==> config.mk <==
export PLATFORM = sky130hd
export DESIGN_NAME = dodc_top
export DESIGN_NICKNAME = d
export VERILOG_FILES = /design/src/common/dodc_pkg.sv /design/src/design/dodc_gate.sv /design/src/design/dodc_top.sv
export VERILOG_INCLUDE_DIRS = /design/src /design/src/common
export SDC_FILE = /design/constraint.sdc
export NUM_CORES = 1
export LEC_CHECK = 0
export BUFFER_PORTS_ARGS = -buffer_cell sky130_fd_sc_hd__buf_2
export CAP_MARGIN = 10
export CORE_MARGIN = 3
export CORE_UTILIZATION = 40
export DETAILED_ROUTE_END_ITERATION = 16
export PLACE_DENSITY = 0.58
export SETUP_SLACK_MARGIN = 0.02
export SLEW_MARGIN = 20
export SYNTH_ARGS = -nofsm -noshare
export SYNTH_HDL_FRONTEND = slang
export SYNTH_HIERARCHICAL = 1
export SYNTH_SLANG_ARGS = --single-unit
==> constraint.sdc <==
create_clock -name core_clk -period 2.9 [get_ports core_clk]
set_input_delay 0.29 -clock core_clk [delete_from_list [all_inputs] [get_ports core_clk]]
set_output_delay 0.29 -clock core_clk [all_outputs]
set_load 0.05 [all_outputs]
==> src/common/dodc_defines.svh <==
`ifndef DODC_DEFINES_SVH
`define DODC_DEFINES_SVH

// Prescaler select codes
`define DODC_PSC_POST_DIVIDER_BYPASS 2'h0
`define DODC_PSC_DIV2 2'h1
`define DODC_PSC_DIV4 2'h2
`define DODC_PSC_DIV8 2'h3
// Post-divider: divisor is field plus this offset
`define DODC_DIV_OFFSET 11'h002
`define DODC_DIV_W 10
// Factory defaults
`define DODC_DEF_ENMODE 1'b1
`define DODC_DEF_SEL 1'b1
`define DODC_DEF_REF_PIN_POWERDOWN_CFG 1'b0
`define DODC_DEF_MAIN_PIN_POWERDOWN_CFG 1'b0
`define DODC_DEF_BYPASS 1'b0
`define DODC_DEF_PSC 2'h0
`define DODC_DEF_DIV 10'h000
// Oscillator settle time in master clock cycles
`define DODC_SETTLE_CYCLES 14'h1f40
`define DODC_CNT_W 14

`endif

==> src/common/dodc_pkg.sv <==
`default_nettype none
package dodc_pkg;
	typedef struct packed {
		logic ref_enable_mode;
		logic ref_source_select;
		logic ref_pin_powerdown_cfg;
		logic main_pin_powerdown_cfg;
		logic post_divider_bypass;
		logic [1:0] ref_prescale_sel;
		logic [1:0] main_prescale_sel;
		logic [9:0] post_div;
	} dodc_cfg_t;

	typedef struct packed {
		logic ref_clk_out;
		logic ref_clk_oe;
		logic main_clk_out;
		logic main_clk_oe;
	} dodc_out_t;

	typedef enum logic [1:0] {
		DODC_ST_SETTLE,
		DODC_ST_RUN,
		DODC_ST_DOWN
	} dodc_state_t;
endpackage
`default_nettype wire

==> src/design/dodc_gate.sv <==
`include "dodc_defines.svh"
`default_nettype none
// Glitch-free output gate: turns on while the clock is low, floats only after the pin has shown low
module dodc_gate (
	input wire logic core_clk,
	input wire logic rst_n,
	// Clock and request
	input wire logic clk_in,
	input wire logic enable,
	// Gated pin
	output logic pin_out,
	output logic pin_oe
);
	logic oe_q;
	logic oe_pin_q;
	logic out_q;
	wire oe_d = clk_in ? oe_q : enable;
	// Pin enable lags a falling gate by one cycle, so the pin is driven low before it floats
	wire oe_pin_d = oe_d | oe_q;

	always_ff @(posedge core_clk) begin
		if (!rst_n) begin
			oe_q <= 1'b0;
			oe_pin_q <= 1'b0;
			out_q <= 1'b0;
		end else begin
			oe_q <= oe_d;
			oe_pin_q <= oe_pin_d;
			out_q <= clk_in & oe_d;
		end
	end

	assign pin_out = out_q;
	assign pin_oe = oe_pin_q;
endmodule
`default_nettype wire

==> src/design/dodc_top.sv <==
// Overview of operation
// - Reference prescaler divides master clock by 1, 2, 4 or 8.
// - Main prescaler divides by 1, 2, 4 or 8, feeding output or post-divider.
// - Post-divider divides main prescaler output by 2 through 1025.
// - Bypass bit routes main prescaler straight to main output.
// - Reference output mux picks master clock or reference prescaler.
// - Enable-mode 0, select 1: reference pin selects prescaled (high) or master.
// - Enable-mode 1: reference pin high floats reference output; select picks clock.
// - Reference power-down cfg: reference pin high powers down, floats both outputs.
// - All reference bits 0: reference output floats; pin high powers down.
// - Main power-down cfg 0: main pin is main output enable only.
// - Main power-down cfg 1: main pin high powers down whole device.
// - Stored settings load automatically at power-up.
// - External master programs settings over 2-wire bus; device accepts them except while powered down.
// - Prescaler codes 00,01,10,11 give divide 1,2,4,8; default 00.
// - Post-divider divisor equals ten-bit field plus two.
// - Output goes high-impedance only after its clock is low.
// - Outputs stay off about 8000 cycles after power-up or wake.
`include "dodc_defines.svh"
`default_nettype none
module dodc_top
	import dodc_pkg::*;
(
	// Master clock and reset
	input wire logic core_clk,
	input wire logic rst_n,
	// Configuration written by the serial slave
	input wire dodc_pkg::dodc_cfg_t cfg_wdata,
	input wire logic cfg_we,
	// Control pins
	input wire logic ref_control_pin,
	input wire logic main_control_pin,
	// Clock outputs with enables
	output var dodc_pkg::dodc_out_t clk_pins,
	// Status
	output logic powered_down,
	output var dodc_pkg::dodc_cfg_t cfg_rdata
);
	import dodc_pkg::*;

	// ==========================================
	// Configuration store
	localparam dodc_cfg_t CFG_DEFAULT = '{
		ref_enable_mode: `DODC_DEF_ENMODE,
		ref_source_select: `DODC_DEF_SEL,
		ref_pin_powerdown_cfg: `DODC_DEF_REF_PIN_POWERDOWN_CFG,
		main_pin_powerdown_cfg: `DODC_DEF_MAIN_PIN_POWERDOWN_CFG,
		post_divider_bypass: `DODC_DEF_BYPASS,
		ref_prescale_sel: `DODC_DEF_PSC,
		main_prescale_sel: `DODC_DEF_PSC,
		post_div: `DODC_DEF_DIV
	};
	dodc_cfg_t cfg_q;
	dodc_state_t state_q;
	dodc_state_t state_d;
	// Programming is refused while powered down
	wire cfg_load = cfg_we && (state_q != DODC_ST_DOWN);

	always_ff @(posedge core_clk) begin
		if (!rst_n) begin
			cfg_q <= CFG_DEFAULT;
		end else if (cfg_load) begin
			cfg_q <= cfg_wdata;
		end
	end

	// ==========================================
	// Control pin synchronisers
	logic [1:0] ref_pin_q;
	logic [1:0] main_pin_q;
	always_ff @(posedge core_clk) begin
		if (!rst_n) begin
			ref_pin_q <= 2'h0;
			main_pin_q <= 2'h0;
		end else begin
			ref_pin_q <= {ref_pin_q[0], ref_control_pin};
			main_pin_q <= {main_pin_q[0], main_control_pin};
		end
	end
	wire ref_pin = ref_pin_q[1];
	wire main_pin = main_pin_q[1];

	// ==========================================
	// Prescalers: free-running counter, tap per code
	logic [2:0] psc_cnt_q;
	always_ff @(posedge core_clk) begin
		if (!rst_n) begin
			psc_cnt_q <= 3'h0;
		end else begin
			psc_cnt_q <= psc_cnt_q + 3'h1;
		end
	end
	// Divide-by-1 is represented as an every-cycle tick; others by counter taps
	function automatic logic psc_tick(input logic [1:0] sel, input logic [2:0] cnt);
		logic t;
		t = 1'b0;
		case (sel)
			`DODC_PSC_POST_DIVIDER_BYPASS: t = 1'b1;
			`DODC_PSC_DIV2: t = (cnt[0] == 1'b1);
			`DODC_PSC_DIV4: t = (cnt[1:0] == 2'h3);
			default: t = (cnt == 3'h7);
		endcase
		return t;
	endfunction
	wire ref_tick = psc_tick(cfg_q.ref_prescale_sel, psc_cnt_q);
	wire main_tick = psc_tick(cfg_q.main_prescale_sel, psc_cnt_q);

	// Prescaled clock levels (toggle halves the tick rate; prescale code 0 passes master)
	logic ref_tgl_q;
	logic main_tgl_q;
	logic master_q;
	always_ff @(posedge core_clk) begin
		if (!rst_n) begin
			ref_tgl_q <= 1'b0;
			main_tgl_q <= 1'b0;
			master_q <= 1'b0;
		end else begin
			master_q <= ~master_q;
			if (ref_tick) begin
				ref_tgl_q <= ~ref_tgl_q;
			end
			if (main_tick) begin
				main_tgl_q <= ~main_tgl_q;
			end
		end
	end
	wire ref_psc_clk = ref_tgl_q;
	wire main_psc_clk = main_tgl_q;

	// ==========================================
	// Post-divider: counts main prescaler rising edges
	logic main_psc_d1_q;
	logic [10:0] post_cnt_q;
	logic post_clk_q;
	wire main_rise = main_psc_clk & ~main_psc_d1_q;
	wire [10:0] divisor = {1'b0, cfg_q.post_div} + `DODC_DIV_OFFSET;
	wire [10:0] half_lo = {1'b0, divisor[10:1]};
	wire post_wrap = (post_cnt_q >= divisor - 11'h001);
	always_ff @(posedge core_clk) begin
		if (!rst_n) begin
			main_psc_d1_q <= 1'b0;
			post_cnt_q <= 11'h000;
			post_clk_q <= 1'b0;
		end else begin
			main_psc_d1_q <= main_psc_clk;
			if (main_rise) begin
				post_cnt_q <= post_wrap ? 11'h000 : post_cnt_q + 11'h001;
				post_clk_q <= post_wrap | (post_cnt_q + 11'h001 < half_lo);
			end
		end
	end
	wire main_clk = cfg_q.post_divider_bypass ? main_psc_clk : post_clk_q;

	// ==========================================
	// Reference mux and control pin decoding
	wire ref_pd_mode = cfg_q.ref_pin_powerdown_cfg;
	wire ref_off_mode = !cfg_q.ref_enable_mode && !cfg_q.ref_source_select && !ref_pd_mode;
	wire ref_mux_mode = !cfg_q.ref_enable_mode && cfg_q.ref_source_select && !ref_pd_mode;
	wire ref_sel = ref_mux_mode ? ref_pin : cfg_q.ref_source_select;
	wire ref_clk = ref_sel ? ref_psc_clk : master_q;
	wire pd_req = (ref_pin && (ref_pd_mode || ref_off_mode)) || (main_pin && cfg_q.main_pin_powerdown_cfg);
	wire ref_en_pin = !(cfg_q.ref_enable_mode && !ref_pd_mode && ref_pin);
	wire main_en_pin = !(!cfg_q.main_pin_powerdown_cfg && main_pin);

	// ==========================================
	// Power state and settle counter
	logic [`DODC_CNT_W-1:0] settle_q;
	wire settled = (settle_q == `DODC_SETTLE_CYCLES);
	always_comb begin
		state_d = state_q;
		case (state_q)
			DODC_ST_SETTLE: begin
				if (pd_req) begin
					state_d = DODC_ST_DOWN;
				end else if (settled) begin
					state_d = DODC_ST_RUN;
				end
			end
			DODC_ST_RUN: begin
				if (pd_req) begin
					state_d = DODC_ST_DOWN;
				end
			end
			default: begin
				if (!pd_req) begin
					state_d = DODC_ST_SETTLE;
				end
			end
		endcase
	end
	always_ff @(posedge core_clk) begin
		if (!rst_n) begin
			state_q <= DODC_ST_SETTLE;
			settle_q <= '0;
		end else begin
			state_q <= state_d;
			if (state_q != DODC_ST_SETTLE) begin
				settle_q <= '0;
			end else if (!settled) begin
				settle_q <= settle_q + `DODC_CNT_W'(1);
			end
		end
	end
	wire run = (state_q == DODC_ST_RUN);
	wire ref_en = run && ref_en_pin && !ref_off_mode;
	wire main_en = run && main_en_pin;

	// ==========================================
	// Output gates and status
	logic ref_out;
	logic ref_oe;
	logic main_out;
	logic main_oe;
	dodc_gate u_ref_gate (
		.core_clk(core_clk),
		.rst_n(rst_n),
		.clk_in(ref_clk),
		.enable(ref_en),
		.pin_out(ref_out),
		.pin_oe(ref_oe)
	);
	dodc_gate u_main_gate (
		.core_clk(core_clk),
		.rst_n(rst_n),
		.clk_in(main_clk),
		.enable(main_en),
		.pin_out(main_out),
		.pin_oe(main_oe)
	);
	assign clk_pins = '{ref_clk_out: ref_out, ref_clk_oe: ref_oe, main_clk_out: main_out, main_clk_oe: main_oe};

	always_ff @(posedge core_clk) begin
		if (!rst_n) begin
			powered_down <= 1'b0;
		end else begin
			powered_down <= (state_d == DODC_ST_DOWN);
		end
	end
	assign cfg_rdata = cfg_q;
endmodule
`default_nettype wire

# ---- Yosys cells after proc, flatten, opt, wreduce, memory -nomap -nowiden
# Cells that the tools add are included.
dict set report op_classes {
  n_mux 13
  n_addsub 5
  reduce_logical 27
  n_lt_le_gt_ge 2
  eq_ne 10
  bitwise_logic 11
}
# op n
set op_table {}
lappend op_table {{$add 14x1->14 const B} 1}
lappend op_table {{$eq 14x13->1 const B} 1}
lappend op_table {{$logic_and 1x1->1} 13}
lappend op_table {{$add 10x2->11 const B} 1}
lappend op_table {{$add 11x1->11 const B} 1}
lappend op_table {{$ge 11x11->1} 1}
lappend op_table {{$lt 11x10->1} 1}
lappend op_table {{$mux 11} 1}
lappend op_table {{$sub 11x1->11 const B} 1}
lappend op_table {{$eq 2x2->1 const B} 4}
lappend op_table {{$mux 2} 4}
lappend op_table {{$logic_not 1->1} 7}
lappend op_table {{$eq 2x1->1 const B} 3}
lappend op_table {{$logic_not 2->1} 3}
lappend op_table {{$pmux 1 s3} 2}
lappend op_table {{$mux 1} 5}
lappend op_table {{$not 1->1} 5}
lappend op_table {{$pmux 2 s2} 1}
lappend op_table {{$add 3x1->3 const B} 1}
lappend op_table {{$and 1x1->1} 3}
lappend op_table {{$eq 3x3->1 const B} 1}
lappend op_table {{$or 1x1->1} 3}
lappend op_table {{$logic_or 1x1->1} 2}
lappend op_table {{$ne 2x2->1 const B} 1}
lappend op_table {{2 further kinds} 2}
dict set report totals {
  register_bits 65
  input_bits 24
}

# ---- Depth between registers and ports, before layout
dict set report depth {
  depth_word 9
  ltp_mapped 14
  mapped_depth_nobuf 13
}

# ---- Modules after synthesis
# Netlist, hierarchy kept.
# mod cells_each area_each_um2 n_inst
set by_module_without_submodules {}
lappend by_module_without_submodules {dodc_top 400 3400.8 1}
lappend by_module_without_submodules {dodc_gate 8 93.8 2}

# ---- Worst setup path before layout
# OpenSTA, ideal clock, no wires.
dict set report synth_path {
  path_type {flip-flop to flip-flop}
  startpoint {register cfg_q, in the netlist cfg_rdata[1]}
  endpoint {register post_cnt_q[1]}
  setup_time_ns 0.076
  synth_period_minus_slack_ns 3.462
  t_arrival_ns 3.386
  path_slack_ns -0.562
  required_time_ns 2.824
  stages_incl_launch_ff 14
  path_cell_list {dfxtp_1 -> ha_1 -> nand3_1 -> xor2_1 -> nand4_2 -> nor3_1 -> xnor2_1 -> ha_1 -> a21o_1 -> a21o_1 -> a211oi_1 -> buf_2 -> o211ai_1 -> a21boi_0}
}
dict set report synth_via {
  elab_chain_len 4
}
# element line_no
set synth_rtl {}
lappend synth_rtl {{from (decl)} dodc_top.sv:53} ;# dodc_cfg_t cfg_q;
lappend synth_rtl {{from (signal assigned)} dodc_top.sv:63} ;# cfg_q <= cfg_wdata;
lappend synth_rtl {{$add 10x2->11 (no line)} --}
lappend synth_rtl {{$sub 11x1->11} dodc_top.sv:138} ;# wire post_wrap = (post_cnt_q >= divisor - 11'h001);
lappend synth_rtl {{$ge 11x11->1} dodc_top.sv:138}
lappend synth_rtl {{$mux 11} dodc_top.sv:147} ;# post_cnt_q <= post_wrap ? 11'h000 : post_cnt_q + 11'h001;
lappend synth_rtl {{to (signal assigned)} dodc_top.sv:147}
lappend synth_rtl {{to (decl)} dodc_top.sv:133} ;# logic [10:0] post_cnt_q;
# Every way passes these cells.
# A chain may end at the register's enable or synchronous reset.

# ---- Final worst setup path
dict set report layout_path {
  startpoint {register cfg_q, in the netlist cfg_rdata[1]}
  endpoint {register post_clk_q}
}
dict set report layout_via {
  elab_chain_len 4
}
# element line_no
set layout_rtl {}
lappend layout_rtl {{$add 10x2->11 (no line) *} --}
lappend layout_rtl {{$sub 11x1->11} dodc_top.sv:138}
lappend layout_rtl {{$ge 11x11->1} dodc_top.sv:138}
lappend layout_rtl {{$or 1x1->1 *} dodc_top.sv:148} ;# post_clk_q <= post_wrap | (post_cnt_q + 11'h001 < half_lo);
lappend layout_rtl {{to (signal assigned)} dodc_top.sv:148}
lappend layout_rtl {{to (decl)} dodc_top.sv:134} ;# logic post_clk_q;
# Mark *: on every way between the ends. The rest lies on a longest branch, timed or not.

==> results.json <==
{
  "combinationalPowerShare_pct": 16.7,
  "yosysMostFrequentCell": "nand2_1",
  "clock_path_buffers": 2,
  "required_ns": 3.12,
  "drv_cap": 0,
  "ir_drop_mv": 0.240,
  "port_buffers": 47,
  "drive_above_1_share_pct": 24.1,
  "cts.clk_slew.worst_paths_ns": 0.08,
  "place.gp.congestion": 0.797,
  "start_util_pct": 42.4,
  "final_cells": 590,
  "seq_area_frac_synth_pct": 36.3,
  "rows": 33,
  "path_cells": "ha_1, nor2b_2, nand4_2, nor3_2, xnor2_1, ha_1, a21o_1, a21o_1, a211oi_2, buf_4, o21a_1, o22ai_2",
  "core_area_mm2": 0.00846,
  "grt_overflow": 0,
  "reg2reg_from": "cfg_rdata[1]$_SDFFE_PN0P_",
  "ys_types": 49,
  "antenna_found_initial": 0,
  "rsz0062_at_grt": "yes",
  "final_nets": 531,
  "setup_viol": 0,
  "drc_errors": 0,
  "max_slew_margin_pct": 46.6,
  "min-delay-start": "ref_control_pin",
  "vias": 3041,
  "syn-cell-area_mm2": 0.00359,
  "leakage_nw": 1.83,
  "clock_latency_ns": 0.35,
  "criticalPathCategory": "register to register",
  "grt_usage_pct": 16.1,
  "synth_seq_cells": 65,
  "slew_viol_final": 0,
  "cp_max_fo": 6,
  "synth_edf_count": 0,
  "yosysWarnings": 6,
  "startpoint_type": "register",
  "fillerInstances": 800,
  "wl_mm": 7.82,
  "slowest_stage": "dfxtp_4",
  "h-tree-depth": 3,
  "worstPathArrival_ns": 3.01,
  "post_drt_wl_per_cell_um": 13.3,
  "io_pins": 48,
  "die-area_mm2": 0.0101,
  "pwr-share-clk_pct": 40.2,
  "skew_ns": 0.00830,
  "period_needed_ns": 2.79,
  "grt_max_degree": 36,
  "p_sw_share_pct": 28.2,
  "crit_path_end_kind": "register",
  "outcome": "completed",
  "switching_power_mw": 0.639,
  "dr.pass1.iters": 4,
  "critPathLaunch": "cfg_rdata[1]$_SDFFE_PN0P_",
  "root_buffer": "clkbuf_8",
  "tns_ns": 0,
  "hold_violations": 0,
  "synthTopCellsByCount": "66 x nand2_1, 65 x dfxtp_1, 27 x a21boi_0, 27 x ha_1, 20 x nand3_1",
  "seqPwrFrac_pct": 43.1,
  "fin_crit_sh_pct": 96.1,
  "ant_nets": 0,
  "clock-sinks": 65,
  "ys.flop_type": "dfxtp_1",
  "syn_inst": 416,
  "syn_nets": 467,
  "r2r_setup_slack_ns": 0.11,
  "max_freq_mhz": 359,
  "place.detailed.instances": 560,
  "yosys.area.top_type": "dfxtp_1",
  "area_growth_pct": 22.3,
  "synth_top_cells_by_area": "dfxtp_1 36%, ha_1 9.4%, nand2_1 6.9%",
  "grt_pass1_vias": 2797,
  "worstMarginPinSlew_ns": 0.801,
  "drt_iter0_drc": 49,
  "die_x_um": 101,
  "detailed_place_hpwl_mm": 5.55,
  "num_antenna_cells": 0,
  "die-height_um": 101,
  "p_int_mw": 1.62,
  "syn_avg_cell_area_um2": 8.63,
  "cts_buffers": 9,
  "grt_pass1_wl_mm": 13.1,
  "synth_top_area_share_pct": 36.3,
  "hp-class": "input pin to register",
  "cts_tree": "yes",
  "async_reset_ff_share_pct": 0,
  "p_per_area_mw_per_mm2": 516,
  "slowest_delay_ns": 0.37,
  "vias_per_cell": 5.15
}
-- worst max-delay path, delay by kind of cell, from the launching register on --
kind	cells	cell delay, ns
DFF	1	0.37
adders and majority gates	2	0.63
AOI/OAI and AO/OA	5	0.81
and+or+nand+nor	3	0.48
buffers and inverters	1	0.21
xor gates and xnor gates	1	0.17
-- repair_timing --
item                       4_1_cts  5_1_grt
hold buffers                     0        0
pin swaps                        2       15
cloned                           0        1
setup endpoints to repair       12       12
gates resized for setup          1       24
setup buffers                    3       10
-- sequential cells by signal, summed over array words and instances (netlist names), 2 cells and up --
signal	cells
state_q	2
cfg_rdata	18
psc_cnt_q	3
main_pin_q	2
settle_q	14
ref_pin_q	2
post_cnt_q	11
-- power groups by stage --
stage / Clock, mW / Combinational (mW) / Sequential, mW
floorplan: 0 / 0.200 / 1.04
global placement: 0 / 0.340 / 0.999
detailed placement: 0 / 0.346 / 1.00
CTS: 0.934 / 0.353 / 0.979
global route: 0.972 / 0.416 / 0.983
finish: 0.911 / 0.377 / 0.975
-- per-stage QoR --
| step | total power [mW] | hold WS (ns) | util (%) | setup WS (ns) | area [µm²] |
|---|---|---|---|---|---|
| 2_1_floorplan | 1.24 | 0.386 | - | 0.0641 | 3640 |
| 3_3_place_gp | 1.34 | 0.401 | 47.1 | 0.0953 | 3990 |
| 3_5_place_dp | 1.35 | 0.402 | 47.1 | -0.0536 | 3990 |
| 4_1_cts | 2.27 | 0.125 | 50.3 | 0.0245 | 4250 |
| 5_1_grt | 2.37 | 0.133 | 51.8 | -0.0462 | 4390 |
| 6_report | 2.26 | 0.140 | 51.8 | 0.113 | 4390 |
-- per-layer routing --
layer | share of wire [%] | GRT usage [%] | vias up
met4 | 1.7 | 7.46 | 0
li1 | - | - | 1579
met3 | 3.7 | 2.84 | 9
met2 | 47 | 25.5 | 55
met1 | 48 | 21.4 | 1398
met5 | 0 | 0 | -
-- area by class of cell --
type | instances | area (µm²) | share of cell area [%]
Clock inverter | 5 | 85.1 | 1.94
Inverter | 16 | 60.1 | 1.37
Multi-Input combinational cell | 318 | 2220 | 50.6
Clock buffer | 11 | 153 | 3.48
Tap cell | 105 | 131 | 2.99
Sequential cell | 65 | 1330 | 30.2
Timing Repair Buffer | 70 | 412 | 9.38
-- kinds of logic (layout without fill, tap and decap cells) --
| family | Yosys count | in the layout | share of synthesized area, % |
|---|---|---|---|
| AOI/OAI and AO/OA | 85 | 85 | 16.1 |
| xor gates and xnor gates | 32 | 32 | 8.54 |
| adders and majority gates | 27 | 27 | 9.41 |
| buffers and inverters | 33 | 102 | 4.01 |
| DFF | 65 | 65 | 36.3 |
| muxes | 6 | 6 | 1.74 |
| and+or+nand+nor | 168 | 168 | 24.0 |
-- worst paths after layout --
check	end	cells after the start
worst min-delay path	ref_pin_q[0]$_SDFF_PN0_	2
worst min register to register	master_q$_SDFF_PN0_	1
worst max register to register	post_clk_q$_SDFFE_PN0P_	12
worst max-delay path	post_clk_q$_SDFFE_PN0P_	12
-- layout by cell type (no fill, tap or decap), drive strengths merged, types with 5 or more instances in the layout --
cell type / Yosys / final
and2: 12 / 12
o211ai: 9 / 9
a21boi: 30 / 30
nand3: 20 / 20
dfxtp: 65 / 65
nor3: 6 / 6
a21oi: 14 / 14
clkbuf: 11 / 11
or3: 7 / 7
nor2b: 11 / 11
buf: 6 / 70
and3: 5 / 5
inv: 16 / 17
xnor2: 18 / 18
nand4: 11 / 11
o21a: 6 / 6
nor2: 18 / 18
o21ai: 13 / 13
xor2: 14 / 14
ha: 27 / 27
nand2: 66 / 66
(Power assumes the default switching activity.)
